### src/design/pxbi_pkg.sv
package pxbi_pkg;
   // bus command codes
   localparam logic [3:0] PXBI_CMD_INTA    = 4'h0;
   localparam logic [3:0] PXBI_CMD_SPECIAL = 4'h1;
   localparam logic [3:0] PXBI_CMD_IORD    = 4'h2;
   localparam logic [3:0] PXBI_CMD_IOWR    = 4'h3;
   localparam logic [3:0] PXBI_CMD_MRDW    = 4'h6;
   localparam logic [3:0] PXBI_CMD_MWR     = 4'h7;
   localparam logic [3:0] PXBI_CMD_ALRB    = 4'h8;
   localparam logic [3:0] PXBI_CMD_ALWB    = 4'h9;
   localparam logic [3:0] PXBI_CMD_CFGRD   = 4'hA;
   localparam logic [3:0] PXBI_CMD_CFGWR   = 4'hB;
   localparam logic [3:0] PXBI_CMD_SPLCPL  = 4'hC;
   localparam logic [3:0] PXBI_CMD_DAC     = 4'hD;
   localparam logic [3:0] PXBI_CMD_MRDB    = 4'hE;
   localparam logic [3:0] PXBI_CMD_MWRB    = 4'hF;
   // attribute and tag fields
   localparam int         PXBI_TD_NS_BIT   = 1;
   localparam logic [4:0] PXBI_TAG_VALUE   = 5'h00;
   // split completion message indices
   localparam logic [7:0] PXBI_MSG_MABORT  = 8'h00;
   localparam logic [7:0] PXBI_MSG_TABORT  = 8'h01;
   // sizes
   localparam logic [12:0] PXBI_PAGE_BYTES = 13'h1000;
   localparam logic [10:0] PXBI_ADQ_BYTES  = 11'h080;
   localparam logic [2:0]  PXBI_SRQ_CUR    = 3'h4;
   localparam logic [2:0]  PXBI_SRQ_PEND   = 3'h4;
   localparam int          PXBI_NCPL       = 4;
   localparam int          PXBI_FIFO_DEPTH = 4;
   localparam int          PXBI_FIFO_WIDTH = 38;
   // claim delay in clocks after the address phase(s)
   localparam int          PXBI_CLAIM_CLKS = 2;
   localparam logic [7:0]  PXBI_MLT_RST    = 8'h00;
endpackage

### src/design/pxbi_fifo.sv
`timescale 1ns/1ps
`default_nettype none
module pxbi_fifo #(
   parameter int WIDTH = 38,
   parameter int DEPTH = 4
) (
   input  wire logic             clk,
   input  wire logic             sys_rst,
   input  wire logic             in_valid,
   output logic                  in_ready,
   input  wire logic [WIDTH-1:0] in_data,
   output logic                  out_valid,
   input  wire logic             out_ready,
   output logic      [WIDTH-1:0] out_data
);
   localparam int AW = $clog2(DEPTH);
   logic [WIDTH-1:0] mem [DEPTH];
   logic [AW-1:0]    wr_ptr;
   logic [AW-1:0]    rd_ptr;
   logic [AW:0]      count;
   wire              do_push = in_valid && in_ready;
   wire              do_pop  = out_valid && out_ready;
   // honest flags straight from the occupancy count
   assign in_ready  = (count < (AW+1)'(DEPTH));
   assign out_valid = (count != '0);
   assign out_data  = mem[rd_ptr];
   // storage; no reset needed on the data array
   always_ff @(posedge clk) begin
      if (do_push) mem[wr_ptr] <= in_data;
   end
   // pointers and count
   always_ff @(posedge clk or posedge sys_rst) begin
      if (sys_rst) begin
         wr_ptr <= '0;
         rd_ptr <= '0;
         count  <= '0;
      end else begin
         if (do_push) wr_ptr <= (wr_ptr == AW'(DEPTH-1)) ? '0 : wr_ptr + 1'b1;
         if (do_pop)  rd_ptr <= (rd_ptr == AW'(DEPTH-1)) ? '0 : rd_ptr + 1'b1;
         count <= count + (AW+1)'(do_push) - (AW+1)'(do_pop);
      end
   end
endmodule // pxbi_fifo
`default_nettype wire

### src/design/pxbi_top.sv
// Contract
// - Master issues only I/O, mem dword read/write, config, split cpl, DAC, read block.
// - Target accepts memory, alias, split cpl, DAC, block cmds; never I/O, config, others.
// - Target no-snoop goes upstream in descriptor attr bit 1; never set when mastering.
// - Relaxed ordering never applied nor set on requests from upstream.
// - At most one own request outstanding; requester tag always 0.
// - Master byte count derives from upstream dword length field.
// - Master bursts end at the next 4 KB boundary.
// - Target bursts may continue past a 4 KB boundary.
// - Target burst reads never get immediate data; they are split unless retried.
// - Master burst read only with 128 bytes return space free.
// - Claim output asserts exactly 2 clocks after the address phase.
// - Target never inserts wait states; it ends the transfer instead.
// - Byte-count-modified bit always cleared in sent split completions.
// - Completion error only for upstream-aborted reads; message bit equals it.
// - Completion message bit always equals completion error bit.
// - Own split completion claimed, data discarded on tag mismatch or a byte count above the request.
// - Only one completion-requiring request pending per bus at a time.
// - Aborts give bridge-error messages index 00h master, 01h target.
// - Fair completion arbitration; latency expiry ends current, reloads, starts next.
// - Completion out of data with others active switches early.
// - Retry when split queue holds 4 current and 4 pending; keep no state.
`timescale 1ns/1ps
`default_nettype none
module pxbi_top
   import pxbi_pkg::*;
(
   input  wire logic                clk,
   input  wire logic                sys_rst,
   // target side of the bus
   input  wire logic                tgt_addr_valid,
   input  wire logic [3:0]          tgt_cmd,
   input  wire logic [31:0]         tgt_addr,
   input  wire logic                tgt_attr_ns,
   input  wire logic                tgt_attr_ro,
   input  wire logic                tgt_rid_match,
   input  wire logic [4:0]          tgt_cpl_tag,
   input  wire logic [12:0]         tgt_cpl_bytes,
   input  wire logic                tgt_data_valid,
   input  wire logic [31:0]         tgt_data,
   input  wire logic                tgt_xfer_end,
   input  wire logic [2:0]          srq_cur_cnt,
   input  wire logic [2:0]          srq_pend_cnt,
   output logic                     bus_claim_n,
   output logic                     tgt_split_resp,
   output logic                     tgt_retry,
   output logic                     tgt_disconnect,
   output logic                     tgt_cpl_discard,
   // upstream packet stream toward the memory controller hub
   output logic                     up_valid,
   input  wire logic                up_ready,
   output logic [PXBI_FIFO_WIDTH-1:0] up_packet,
   // requests from upstream to master on the bus
   input  wire logic                hub_req_valid,
   input  wire logic [3:0]          hub_req_cmd,
   input  wire logic [31:0]         hub_req_addr,
   input  wire logic [9:0]          hub_req_len,
   output logic                     hub_req_ready,
   input  wire logic [10:0]         ret_space_bytes,
   input  wire logic                m_done,
   output logic                     m_start,
   output logic [3:0]               m_cmd,
   output logic [31:0]              m_addr,
   output logic [12:0]              m_byte_count,
   output logic [4:0]               m_tag,
   output logic                     m_attr_ns,
   output logic                     m_attr_ro,
   output logic                     m_busy,
   output logic                     m_cpl_pending,
   // split completions toward the bus
   input  wire logic [PXBI_NCPL-1:0] cpl_active,
   input  wire logic [PXBI_NCPL-1:0] cpl_data_avail,
   input  wire logic [PXBI_NCPL-1:0] cpl_mabort,
   input  wire logic [PXBI_NCPL-1:0] cpl_tabort,
   input  wire logic                sc_bus_owned,
   input  wire logic [7:0]          cfg_mlt,
   output logic                     sc_run,
   output logic                     sc_end,
   output logic [1:0]               sc_sel,
   output logic                     sc_sce,
   output logic                     sc_scm,
   output logic                     sc_bcm,
   output logic [7:0]               sc_msg_index,
   output logic [7:0]               sc_mlt_count
);
   // ---------------- target decode ----------------
   typedef enum logic [3:0] {
      PXBI_T_IDLE  = 4'b0001,
      PXBI_T_DEC   = 4'b0010,
      PXBI_T_CLAIM = 4'b0100,
      PXBI_T_DONE  = 4'b1000
   } pxbi_tstate_t;
   pxbi_tstate_t tstate;
   pxbi_tstate_t next_tstate;

   wire is_mem_rd   = (tgt_cmd == PXBI_CMD_MRDW) || (tgt_cmd == PXBI_CMD_MRDB) ||
                      (tgt_cmd == PXBI_CMD_ALRB);
   wire is_mem_wr   = (tgt_cmd == PXBI_CMD_MWR) || (tgt_cmd == PXBI_CMD_MWRB) ||
                      (tgt_cmd == PXBI_CMD_ALWB);
   wire is_spl_cpl  = (tgt_cmd == PXBI_CMD_SPLCPL) && tgt_rid_match;
   // DAC is claimed; the decode of its second phase is left to the address pipe
   wire tgt_accept  = is_mem_rd || is_mem_wr || is_spl_cpl ||
                      (tgt_cmd == PXBI_CMD_DAC);
   wire srq_full    = (srq_cur_cnt == PXBI_SRQ_CUR) && (srq_pend_cnt == PXBI_SRQ_PEND);
   wire fifo_ready;
   // completions use their own buffer, so only requests see the queue limit
   wire need_retry  = !is_spl_cpl && (srq_full || !fifo_ready);
   logic [12:0] orig_bytes;
   // a completion we own is bad on a stray tag or when it outgrows the request
   wire cpl_bad     = (tgt_cpl_tag != PXBI_TAG_VALUE) || !m_cpl_pending ||
                      (tgt_cpl_bytes > orig_bytes);
   logic        cur_rd;
   logic        cur_wr;
   logic        cur_cpl;
   logic        cur_retry;
   logic        cur_ns;
   logic [31:0] cur_addr;
   wire  start_claim = tgt_addr_valid && tgt_accept;

   // next state of the target claim sequence
   always_comb begin
      next_tstate = tstate;
      case (tstate)
         PXBI_T_IDLE:  if (start_claim) next_tstate = PXBI_T_DEC;
         PXBI_T_DEC:   next_tstate = PXBI_T_CLAIM;
         PXBI_T_CLAIM: if (tgt_xfer_end || tgt_disconnect) next_tstate = PXBI_T_DONE;
         PXBI_T_DONE:  next_tstate = PXBI_T_IDLE;
         default:      next_tstate = PXBI_T_IDLE;
      endcase
   end

   // target sequence registers
   always_ff @(posedge clk or posedge sys_rst) begin
      if (sys_rst) begin
         tstate    <= PXBI_T_IDLE;
         cur_rd    <= 1'b0;
         cur_wr    <= 1'b0;
         cur_cpl   <= 1'b0;
         cur_retry <= 1'b0;
         cur_ns    <= 1'b0;
         cur_addr  <= 32'h0000_0000;
      end else begin
         tstate <= next_tstate;
         if (tstate == PXBI_T_IDLE && start_claim) begin
            cur_rd    <= is_mem_rd;
            cur_wr    <= is_mem_wr;
            cur_cpl   <= is_spl_cpl;
            cur_retry <= need_retry;
            cur_ns    <= tgt_attr_ns;
            cur_addr  <= tgt_addr;
         end
      end
   end

   // claim goes out on the second edge after the address phase
   always_ff @(posedge clk or posedge sys_rst) begin
      if (sys_rst) bus_claim_n <= 1'b1;
      else         bus_claim_n <= !(next_tstate == PXBI_T_CLAIM);
   end

   wire in_claim_first = (tstate == PXBI_T_DEC);
   // termination answers, one pulse with the claim
   always_ff @(posedge clk or posedge sys_rst) begin
      if (sys_rst) begin
         tgt_split_resp  <= 1'b0;
         tgt_retry       <= 1'b0;
         tgt_cpl_discard <= 1'b0;
      end else begin
         // reads never get immediate data; all that are not retried go split
         tgt_split_resp  <= in_claim_first && cur_rd && !cur_retry;
         tgt_retry       <= in_claim_first && cur_retry;
         tgt_cpl_discard <= in_claim_first && cur_cpl && cpl_bad;
      end
   end

   // no wait states: a data phase the buffer cannot take ends the transfer
   assign tgt_disconnect = (tstate == PXBI_T_CLAIM) && cur_wr && tgt_data_valid &&
                           !fifo_ready;

   // packets upstream: descriptor on claim, then write data; no 4 KB check here
   wire        push_desc = in_claim_first && (cur_rd || cur_wr) && !cur_retry;
   wire        push_data = (tstate == PXBI_T_CLAIM) && cur_wr && tgt_data_valid;
   wire [1:0]  td_attr   = {cur_ns, 1'b0};
   wire [PXBI_FIFO_WIDTH-1:0] fifo_in =
      push_desc ? {1'b1, 1'b0, cur_rd, td_attr, 1'b0, cur_addr} :
                  {1'b0, 5'h00, tgt_data};

   pxbi_fifo #(
      .WIDTH (PXBI_FIFO_WIDTH),
      .DEPTH (PXBI_FIFO_DEPTH)
   ) u_upq (
      .clk       (clk),
      .sys_rst   (sys_rst),
      .in_valid  (push_desc || push_data),
      .in_ready  (fifo_ready),
      .in_data   (fifo_in),
      .out_valid (up_valid),
      .out_ready (up_ready),
      .out_data  (up_packet)
   );

   // ---------------- master side ----------------
   wire master_ok  = (hub_req_cmd == PXBI_CMD_IORD) || (hub_req_cmd == PXBI_CMD_IOWR) ||
                     (hub_req_cmd == PXBI_CMD_MRDW) || (hub_req_cmd == PXBI_CMD_MWR) ||
                     (hub_req_cmd == PXBI_CMD_CFGRD) || (hub_req_cmd == PXBI_CMD_CFGWR) ||
                     (hub_req_cmd == PXBI_CMD_SPLCPL) || (hub_req_cmd == PXBI_CMD_DAC) ||
                     (hub_req_cmd == PXBI_CMD_MRDB);
   wire is_burst_rd = (hub_req_cmd == PXBI_CMD_MRDB);
   wire needs_cpl   = (hub_req_cmd != PXBI_CMD_MWR) && (hub_req_cmd != PXBI_CMD_SPLCPL) &&
                      (hub_req_cmd != PXBI_CMD_DAC);
   wire space_ok    = !is_burst_rd || (ret_space_bytes >= PXBI_ADQ_BYTES);
   // a fresh request waits for the previous one and for its completion
   wire slot_free   = !m_busy && !m_cpl_pending;
   // unsupported codes are drained without issuing anything
   assign hub_req_ready = slot_free && (space_ok || !master_ok);
   wire issue       = hub_req_valid && hub_req_ready && master_ok;

   wire [12:0] len_bytes  = {1'b0, hub_req_len, 2'b00};
   wire [12:0] to_page    = PXBI_PAGE_BYTES - {1'b0, hub_req_addr[11:0]};
   wire [12:0] len_full   = (hub_req_len == 10'h000) ? PXBI_PAGE_BYTES : len_bytes;
   wire [12:0] next_bytes = (len_full > to_page) ? to_page : len_full;

   // master request registers
   always_ff @(posedge clk or posedge sys_rst) begin
      if (sys_rst) begin
         m_start       <= 1'b0;
         m_cmd         <= PXBI_CMD_INTA;
         m_addr        <= 32'h0000_0000;
         m_byte_count  <= 13'h0000;
         m_busy        <= 1'b0;
         m_cpl_pending <= 1'b0;
         orig_bytes    <= 13'h0000;
      end else begin
         m_start <= issue;
         if (issue) begin
            m_cmd        <= hub_req_cmd;
            m_addr       <= hub_req_addr;
            m_byte_count <= next_bytes;
            orig_bytes   <= next_bytes;
            m_busy       <= 1'b1;
         end else if (m_done) begin
            m_busy <= 1'b0;
         end
         // the good completion clears the pending mark; an issue that needs a completion sets it
         if (issue && needs_cpl)
            m_cpl_pending <= 1'b1;
         else if (in_claim_first && cur_cpl && !cpl_bad)
            m_cpl_pending <= 1'b0;
      end
   end
   assign m_tag     = PXBI_TAG_VALUE;
   assign m_attr_ns = 1'b0;
   assign m_attr_ro = 1'b0;

   // ---------------- split completion arbitration ----------------
   // round robin search after the current pointer
   function automatic logic [1:0] pxbi_next_cpl(input logic [PXBI_NCPL-1:0] act,
                                               input logic [1:0] cur);
      logic [1:0] pick;
      logic [1:0] idx;
      pick = cur;
      for (int i = PXBI_NCPL - 1; i >= 1; i--) begin
         idx = 2'(cur + 2'(i));
         if (act[idx]) pick = idx;
      end
      return pick;
   endfunction

   wire [1:0] rr_next     = pxbi_next_cpl(cpl_active, sc_sel);
   wire       others_act  = |(cpl_active & ~(4'h1 << sc_sel));
   wire       mlt_expired = sc_run && sc_bus_owned && (sc_mlt_count == 8'h00);
   wire       out_of_data = sc_run && !cpl_data_avail[sc_sel] && others_act;
   wire       cur_gone    = sc_run && !cpl_active[sc_sel];
   // expiry ends the run even with nobody else asking for the bus
   assign sc_end         = mlt_expired || out_of_data || cur_gone;
   wire       sc_begin    = !sc_run && (|cpl_active);

   // arbiter and latency timer
   always_ff @(posedge clk or posedge sys_rst) begin
      if (sys_rst) begin
         sc_run       <= 1'b0;
         sc_sel       <= 2'b00;
         sc_mlt_count <= PXBI_MLT_RST;
      end else if (sc_end) begin
         sc_run       <= 1'b0;
         sc_sel       <= rr_next;
      end else if (sc_begin) begin
         sc_run       <= 1'b1;
         sc_sel       <= cpl_active[sc_sel] ? sc_sel : rr_next;
         sc_mlt_count <= cfg_mlt;
      end else if (sc_run && sc_bus_owned && sc_mlt_count != 8'h00) begin
         sc_mlt_count <= sc_mlt_count - 8'h01;
      end
   end

   // completer attribute fields of the running completion
   wire abort_any  = cpl_mabort[sc_sel] || cpl_tabort[sc_sel];
   assign sc_sce       = sc_run && abort_any;
   assign sc_scm       = sc_sce;
   assign sc_bcm       = 1'b0;
   assign sc_msg_index = cpl_mabort[sc_sel] ? PXBI_MSG_MABORT : PXBI_MSG_TABORT;
endmodule // pxbi_top
`default_nettype wire

### config.mk
export PLATFORM = sky130hd
export DESIGN_NAME = pxbi_top
export DESIGN_NICKNAME = d
export VERILOG_FILES = /design/src/design/pxbi_pkg.sv /design/src/design/pxbi_fifo.sv /design/src/design/pxbi_top.sv
export SDC_FILE = /design/constraint.sdc
export NUM_CORES = 1
export LEC_CHECK = 0
export BUFFER_PORTS_ARGS = -buffer_cell sky130_fd_sc_hd__buf_2
export CORE_MARGIN = 8
export CORE_UTILIZATION = 30
export CTS_CLUSTER_SIZE = 25
export DETAILED_ROUTE_END_ITERATION = 10
export PLACE_DENSITY = 0.59
export SLEW_MARGIN = 10
export SYNTH_ARGS = -nofsm -noshare
export SYNTH_HDL_FRONTEND = slang
export SYNTH_SLANG_ARGS = --single-unit
### constraint.sdc
create_clock -name clk -period 3.7 [get_ports clk]
set_input_delay 0.555 -clock clk [delete_from_list [all_inputs] [get_ports clk]]
set_output_delay 0.555 -clock clk [all_outputs]
set_load 0.03 [all_outputs]
# [Word-level counts from Yosys, hierarchy flattened]
# Memory sizes are Yosys's and may differ from the RTL's.
# Index checks and enable logic that the tools add are counted.
# Widths: inputs -> output; s select.
[word_totals] regBits=115 latchBits=0 ramBits=152 romBits=0 input_bits=185 out_inout_bits=127 elab_cells=197 n_memories=1
[classes] addsub=9 n_mul=0 div=0 n_lt_le_gt_ge=8 n_eq_ne=29 shift=1 muxes=39 n_bitwise=3 reduce_logical=84
[memory_table] memory="u_upq.mem" words=4 word_bits=38 rd=1 rd_clocked_by_memory_dff=0 wr=1 line_no="pxbi_fifo.sv:17" text="logic [WIDTH-1:0] mem [DEPTH];"
[op_table] operator="$eq 4x4->1 const B" n=11
[op_table] operator="$mux 38" n=1
[op_table] operator="$logic_and 1x1->1" n=33
[op_table] operator="$gt 13x13->1" n=2
[op_table] operator="$logic_or 1x1->1" n=26
[op_table] operator="$mux 13" n=2
[op_table] operator="$eq 4x3->1 const B" n=6
[op_table] operator="$mux 1" n=16
[op_table] operator="$mux 2" n=8
[op_table] operator="$mux 8" n=2
[op_table] operator="$bmux 1 s2" n=7
[op_table] operator="$sub 13x12->13 const A" n=1
[op_table] operator="$eq 4x2->1 const B" n=3
[op_table] operator="$logic_not 1->1" n=12
[op_table] operator="$lt 2x3->1 const B" n=4
[op_table] operator="$pmux 4 s3" n=1
[op_table] operator="$ge 11x8->1 const B" n=1
[op_table] operator="$logic_not 10->1" n=1
[op_table] operator="$logic_not 8->1" n=1
[op_table] operator="$mux 4" n=2
[op_table] operator="$ne 4x4->1 const B" n=2
[op_table] operator="$reduce_bool 2->1" n=4
[op_table] operator="$reduce_bool 8->1" n=1
[op_table] operator="$reduce_or 4->1" n=2
[op_table] operator="18 further kinds" n=24

# [Logic depth before layout (Yosys ltp)]
# Gate-level depths: netlist (run 1).
[logic_depth] word_depth=16 ltp_mapped=12 mapped_depth_nobuf=11

# [Cells and area by module]
# Synthesis (run 1) repeated with hierarchy kept, for this count alone.
[unflattened] hier_cells=914 hier_area_um2=12459.4
[modules_own_cells] mod="pxbi_top" instances=1 cells_each=676 area_per_inst_um2=6493.7 seq_area_each_um2=2705.1
[modules_own_cells] mod="pxbi_fifo" instances=1 cells_each=238 area_per_inst_um2=5965.7 seq_area_each_um2=4739.5

# [Least setup slack after synthesis (run 1)]
# Ideal clock, no wire load.
[synth_timing] path_type="in2reg" start="input port hub_req_addr[1]" end="register orig_bytes[10]" setup_time_ns=0.126 arrival_time_ns=3.318 t_required_ns=3.574 slack_ns=0.255 cell_stages=11 path_buffers=1 path_cell_list="inv_1 > ha_1 > or4b_1 > or4_1 > ha_1 > nand2_1 > o21ai_0 > o22ai_1 > or2_2 > buf_1 > a311o_1"
[synth_between] elab_chain_len=3
[synth_lines] item="start: declaration" line_no="pxbi_top.sv:56" text="input wire logic [31:0] hub_req_addr,"
[synth_lines] item="$sub 13x12->13 (*)" line_no="pxbi_top.sv:219" text="wire [12:0] to_page = PXBI_PAGE_BYTES - {1'b0, hub_req_addr[11:0]};"
[synth_lines] item="$gt 13x13->1" line_no="pxbi_top.sv:221" text="wire [12:0] next_bytes = (len_full > to_page) ? to_page : len_full;"
[synth_lines] item="$mux 13 (*)" line_no="pxbi_top.sv:221"
[synth_lines] item="end signal: assignment" line_no="pxbi_top.sv:239" text="orig_bytes <= next_bytes;"
[synth_lines] item="end: declaration" line_no="pxbi_top.sv:108" text="logic [12:0] orig_bytes;"
# Every way passes the cells marked *; elsewhere a longest branch is shown, timed or not.
# A chain may end at the register's enable or synchronous reset.

# [Worst setup path after layout (run 1)]
[layout_timing] start="input port hub_req_addr[0]" end="register orig_bytes[2]"
# The elaborated chain is that of the path after synthesis.

==> flow_summary.rst, run 1 <==
.. list-table::
   :header-rows: 1

   * - Metric
     - Value
   * - Run status
     - complete, no violations
   * - Leakage power summed over all cells
     - 0.00628 uW
   * - Max-cap violation count
     - 0
   * - Routed length per placed instance
     - between 15 and 20 um
   * - Height of the die
     - approximately 210 um
   * - Count of boundary I/O pins
     - 312
   * - Main synth FF type
     - edfxtp_1
   * - Worst path max stage delay
     - approximately 540 ps
   * - Proportion of synthesized flip-flops having asynchronous set or reset
     - 0.451
   * - Number of warnings issued by yosys
     - 0
   * - Count of endpoints failing hold in the final timing report
     - 0
   * - Vias per cell
     - ~4.7
   * - Hold buffer count at cts
     - 0
   * - CTS root buf
     - clkbuf_16
   * - Post-CTS resize count
     - 0
   * - Clk pin slew, worst setup/hold paths
     - roughly 60 ps
   * - Setup Buffers After CTS
     - 0
   * - Cell Count, Final, Fillers Out
     - approximately 1,700
   * - CP max stage cell
     - or4b_1
   * - Initial cell density of the core
     - 0.304
   * - Count of buffers inserted at the top-level ports
     - approximately 290
   * - Max-slew violations
     - 0
   * - Unrepaired setup endpoints after global routing
     - no
   * - Final setup violation count
     - 0
   * - Power per cell area
     - between 700 and 800 nW/um^2
   * - Series of cell instances along the critical path
     - buf_2, inv_1, ha_1, or4b_1, o41ai_1, o21ai_0, ha_1, and3_1, nand3_1, o211a_1, or2_2, a311o_1
   * - Placed Cells
     - roughly 1,600
   * - Portion of the clock cycle consumed by the worst path in the final layout
     - 0.864
   * - Number of nets in the finished design
     - 1,383
   * - Post-synth top cells
     - 140 x edfxtp_1, 121 x nand2_1, 113 x dfrtp_1, 74 x mux2_2, 41 x inv_1
   * - Routed wire length
     - ~31,000 um
   * - Largest net degree at the start of global routing
     - between 50 and 60
   * - Largest vdd supply drop
     - about 0.00033 V
   * - Crit path arrival time
     - between 3000 and 4000 ps
   * - Deepest clock path buffer count
     - 3
   * - Proportion of synthesized chip area in sequential cells
     - 0.602
   * - Number of H-tree branching levels
     - 1
   * - Register-to-Register Path Depth
     - 5
   * - Seq cells post-synth
     - between 200 and 300
   * - Placer's final routability congestion estimate
     - 0.804
   * - Power Total
     - around 10,000 uW
   * - Worst clock skew on the final layout
     - around 10 ps
   * - Critical setup path kind
     - primary input to flop
   * - DIE WIDTH
     - 214 um
   * - Type of destination of the critical path
     - flop
   * - Wire length of the first global-routing pass
     - approximately 50,000 um
   * - Die footprint
     - roughly 46,000 um^2
   * - Drt drc
     - 0
   * - Filler instances
     - roughly 3,800
   * - Startpoint of the worst register-to-register path
     - tstate[1]
   * - Final antenna-violating net count
     - 0
   * - Most common cell in the synthesized netlist
     - edfxtp_1
   * - Library cell occupying the most area in the post-synthesis netlist
     - edfxtp_1
   * - Capture point of the worst reg-to-reg path
     - u_upq.mem[0][7]
   * - Slew of the pin with the lowest slew margin
     - about 980 ps
   * - Via count of the first global-routing pass
     - 8,801
   * - Antenna violations before repair
     - 2
   * - Remaining global-route overflow
     - 0
   * - Overall Global Routing Usage
     - 0.132
   * - Worst path required time
     - slightly above 4000 ps
   * - Largest driver fanout on the critical path
     - 9
   * - Via count
     - about 8,000
   * - Clock sink count
     - roughly 260
   * - Total standard cell area after synthesis
     - 11,800 um^2
   * - Layout cell share with drive strength beyond 1
     - 0.409
   * - Post-DP HPWL
     - 22,200 um
   * - Top area cells in the synthesized netlist
     - edfxtp_1 36%, dfrtp_1 24%, mux4_2 7.3%
   * - CTS tree
     - built
   * - Crit. Startpoint
     - hub_req_addr[0]
   * - FMAX
     - 313 MHz
   * - Source-to-sink clock delay at the later pin of the worst-skew pair
     - 530 ps
   * - Post-Synthesis Cells
     - between 800 and 900
   * - Cell seen most often among critical-path stages
     - ha_1
   * - Signed area change from the synthesized netlist to the final layout
     - 24.9%
   * - Critical path capture point
     - orig_bytes[2]
   * - Synth unique cells
     - between 60 and 70
   * - Setup slack of the most critical reg-to-reg path
     - about 1000 ps
   * - Synthesized area per cell
     - approximately 14 um^2
   * - Core outline area
     - about 39,000 um^2
   * - Crit path time final
     - 3200 ps
   * - Max-slew headroom at the worst pin
     - 0.346
   * - Number of violations reported at the end of detailed-routing iteration 0
     - around 370
   * - Area share of the largest cell type after synthesis
     - 0.357
   * - Detailed-routing iteration count for the pre-antenna-repair pass
     - 5
   * - Number of diodes added for antenna fixing
     - 0
   * - Number of synthesized flops with an enable pin
     - 140
   * - Min-delay worst type
     - primary input to async pin
   * - TritonCTS buffer count
     - 29
   * - Element type at the critical path start
     - primary input
   * - Number of cell rows
     - between 70 and 80
[final cells by class]
| class | count | area (um^2) | area share |
|---|---|---|---|
| flip-flops and latches | 255 | 7090 | 0.482 |
| multi-input cells | 522 | 4250 | 0.289 |
| repair buffers | 310 | 1700 | 0.116 |
| clock buffers | 39 | 783 | 0.0533 |
| well taps | 518 | 648 | 0.0441 |
| inverters | 41 | 156 | 0.0106 |
| clock inverters | 14 | 75.1 | 0.00511 |
[cells in the final DEF (no fill, tap or decap), drive strengths merged, types with 6 or more instances in the layout]
cell and instances:
nor2 32, clkinv 14, edfxtp 140, xor2 7, nor2b 7, mux2 74
inv 41, o31ai 6, nor3 11, clkbuf 39, conb 18, ha 38
a21oi 14, o21ai 22, nor4 13, a21o 8, dfrtp 113, a311o 8
nand2b 6, nand4 7, and2 9, buf 310, a31oi 8, or4 7
nand2 121, mux4 38
[worst min-delay path by stage]
| stage | slack (ps) | endpoint | from | depth (start not counted) |
|---|---|---|---|---|
| floorplan | 470 | tgt_split_resp | cur_rd | 1 |
| global placement | 450 | m_addr[13] | m_addr[13] | 2 |
| detailed placement | 460 | m_addr[13] | m_addr[13] | 2 |
| CTS | 150 | cur_addr[23] | sys_rst | 2 |
| global route | 180 | cur_addr[23] | sys_rst | 2 |
| finish | 140 | m_cmd[0] | sys_rst | 2 |
[stage by stage]
step           setup WS (ps)  cell area (um^2)  TNS [ps]  hold WS (ps)  utilization
2_1_floorplan            104             11800         0           468            -
3_3_place_gp            41.0             13800         0           453        0.358
3_5_place_dp           -18.2             13800     -72.0           457        0.358
4_1_cts                  549             14700         0           148        0.380
5_1_grt                  364             14700         0           177        0.380
6_report                 503             14700         0           141        0.380
[where the power goes]
group | internal [uW] | switching (uW)
Clock | 1480 | 1120
Sequential | 3490 | 532
Combinational | 1460 | 2330
Total | 6430 | 3980
[worst max-delay path: cells and delay by family]
| kind | cells | cell delay (ps) |
|---|---|---|
| fa+ha+maj | 2 | 510 |
| compound gates | 4 | 1120 |
| buf+inv | 2 | 190 |
| simple gates | 4 | 1240 |
[state kept, by name, indices dropped and copies added (netlist names), 2 cells and up]
register      flops
m_addr           32
u_upq.mem       140
m_cmd             4
u_upq.count       3
u_upq.wr_ptr      2
cur_addr         32
orig_bytes       13
sc_sel            2
u_upq.rd_ptr      2
tstate            4
sc_mlt_count      8
[logic make-up after synthesis]
logic type | after synthesis | share of synthesized area
muxes | 117 | 0.148
adders and majority gates | 39 | 0.0421
and+or+nand+nor | 244 | 0.101
DFF | 255 | 0.602
AOI/OAI and AO/OA | 94 | 0.0561
other | 1 | 0.000319
buffers and inverters | 109 | 0.0433
xor gates and xnor gates | 10 | 0.00744
[layer usage]
metal,wire length [um],vias to the layer above,track usage
met5,27,-,0
met4,473,4,0.0278
met3,2370,45,0.0412
met2,15500,251,0.233
met1,12700,3969,0.156
li1,-,3748,-
No activity file was read; power rests on OpenSTA's default activity.
==> run 2: changes to the inputs <==
Settings changed: PLACE_DENSITY 0.59 to unset, PLACE_DENSITY_LB_ADDON set to 0.08.
==> flow_summary.rst, run 2 (synthesis gave the netlist of run 1 again) <==
.. list-table::
   :header-rows: 1

   * - Metric
     - Value
   * - DIE WIDTH
     - 214 um
   * - Final standard cell utilization of the core
     - 0.383
   * - Number of diodes added for antenna fixing
     - 0
   * - Placer's final routability congestion estimate
     - about 0.78
   * - Antenna violations before repair
     - 5
   * - Largest registers
     - u_upq.mem (140), cur_addr (32), m_addr (32)
   * - Via count
     - 7,852
   * - Number of nets in the finished design
     - ~1,400
   * - Vias per cell
     - 4.60
   * - Min-delay worst type
     - primary input to async pin
   * - Type of destination of the critical path
     - output pin
   * - Remaining global-route overflow
     - 0
   * - Register Area
     - roughly 7100 um^2
   * - Height of the die
     - roughly 210 um
   * - Routed wire length
     - 32,600 um
   * - Largest driver fanout on the critical path
     - 16
   * - CTS root buf
     - clkbuf_16
   * - Count of endpoints failing hold in the final timing report
     - 0
   * - Max-slew violations
     - 0
   * - Largest net degree at the start of global routing
     - 63
   * - Startpoint of the worst register-to-register path
     - sc_sel[0]
   * - Deepest clock path buffer count
     - 3
   * - Run status
     - complete, no violations
   * - Worst clock skew on the final layout
     - between 9 and 10 ps
   * - Post-DP HPWL
     - between 20,000 and 25,000 um
   * - Initial cell density of the core
     - 0.304
   * - CTS tree
     - built
   * - Worst setup slack before clock tree synthesis
     - -13.4 ps
   * - Register-to-Register Path Depth
     - 7
   * - Unrepaired setup endpoints after global routing
     - no
   * - Most frequent cells in the layout
     - 285 x buf_2, 140 x edfxtp_1, 121 x nand2_1, 111 x dfrtp_1, 74 x mux2_2
   * - Number of H-tree branching levels
     - 1
   * - Number of violations reported at the end of detailed-routing iteration 0
     - ~350
   * - Worst path required time
     - between 3000 and 4000 ps
   * - Element type at the critical path start
     - flop
   * - Routed length per placed instance
     - about 19 um
   * - Drt drc
     - 0
   * - Max-slew headroom at the worst pin
     - 0.536
   * - Filler instances
     - roughly 3,800
   * - Critical path capture point
     - sc_end
   * - Setup Buffers After CTS
     - 0
   * - Core outline area
     - between 30,000 and 40,000 um^2
   * - FMAX
     - slightly above 300 MHz
   * - Largest vdd supply drop
     - roughly 0.00043 V
   * - Overall Global Routing Usage
     - 0.137
   * - Final setup violation count
     - 0
   * - Reg with most FFs
     - u_upq.mem
   * - Power per cell area
     - 719 nW/um^2
   * - Count of boundary I/O pins
     - between 300 and 400
   * - Critical setup path kind
     - flop to output pin
   * - Source-to-sink clock delay at the later pin of the worst-skew pair
     - between 500 and 600 ps
   * - Capture point of the worst reg-to-reg path
     - sc_mlt_count[5]
   * - Via count of the first global-routing pass
     - between 8,000 and 9,000
   * - TritonCTS buffer count
     - 29
   * - Setup slack of the most critical reg-to-reg path
     - approximately 1000 ps
   * - Area of combinational cells with multiple inputs
     - between 4000 and 5000 um^2
   * - Final antenna-violating net count
     - 0
   * - Detailed-routing iteration count for the pre-antenna-repair pass
     - 6
   * - Crit path time final
     - roughly 3300 ps
   * - Clk pin slew, worst setup/hold paths
     - roughly 60 ps
   * - Layout cell share with drive strength beyond 1
     - 0.412
   * - Most common cell after layout, fill and taps aside
     - buf_2
   * - Crit. Startpoint
     - sc_sel[0]
   * - Count of buffers inserted at the top-level ports
     - 285
   * - Hold buffer count at cts
     - 0
   * - Post-CTS resize count
     - 0
   * - Clock sink count
     - between 200 and 300
   * - Portion of the clock cycle consumed by the worst path in the final layout
     - 0.890
   * - Crit path arrival time
     - approximately 2700 ps
   * - Tightest hold margin
     - between 90 and 100 ps
   * - Max-cap violation count
     - 0
   * - Signed area change from the synthesized netlist to the final layout
     - 25.9%
   * - Worst Slack Setup Final
     - about 410 ps
   * - Number of cell rows
     - 72
   * - Flip-flop count of the largest register after layout
     - 140
   * - Leakage power summed over all cells
     - 0.00633 uW
   * - Die footprint
     - around 46,000 um^2
   * - Slew of the pin with the lowest slew margin
     - between 600 and 700 ps
   * - Wire length of the first global-routing pass
     - about 50,000 um
==> run 2: changes by cell type in the layout (fill, tap and decap cells not counted), sizes merged <==
| cell | previous run | this run |
|---|---|---|
| clkbuf | 39 | 41 |
| buf | 310 | 317 |
| bufinv | 0 | 2 |
| clkinvlp | 0 | 3 |
| inv | 41 | 42 |
| clkinv | 14 | 7 |
==> run 2: metal layers <==
metal  track usage  routed length [um]
met4        0.0265                 565
met1         0.177               14500
met5             0                  51
met3        0.0379                1830
met2         0.229               15600
==> run 2: layout make-up <==
class,instances,share of cell area
clock inverter,13,0.00912
inverter,41,0.0107
sequential,255,0.479
tap,518,0.0438
multi-input combinational,522,0.287
clock buffer,41,0.0541
timing repair buffer,317,0.117
==> run 2: worst max-delay path, stage by stage, from the launching register on <==
cell and delay, ps:
dfrtp_1 600, inv_1 280, ha_1 170, nand2b_1 110
o2111ai_1 150, a211oi_1 590, nor2b_1 90, buf_2 200
==> run 2: power breakdown <==
| group | internal (uW) | total (uW) | switching, uW |
|---|---|---|---|
| clock | 1650 | 2810 | 1160 |
| sequential | 3490 | 3970 | 477 |
| combinational | 1460 | 3870 | 2420 |
| total | 6600 | 10700 | 4050 |
==> run 2: per-stage QoR <==
step           cell area [um^2]  power [uW]  TNS (ps)  cells
3_5_place_dp              13900        7980     -58.2   1653
4_1_cts                   14800       10900         0   1707
3_3_place_gp              13900        7960     -47.4   1653
5_1_grt                   14800       11300         0   1707
2_1_floorplan             11800        6710         0    886
6_report                  14800       10700         0   1707
==> run 2: how the worst min path moves through the flow <==
| stage | from | to | slack, ps | cells past startpoint |
|---|---|---|---|---|
| final | sys_rst | sc_mlt_count[3] | 100 | 2 |
| after global placement | m_addr[24] | m_addr[24] | 450 | 2 |
| after detailed placement | m_cmd[1] | m_cmd[1] | 460 | 2 |
| after floorplan | cur_rd | tgt_split_resp | 470 | 1 |
| after CTS | sys_rst | sc_mlt_count[4] | 100 | 2 |
| after global routing | sys_rst | sc_mlt_count[2] | 140 | 2 |
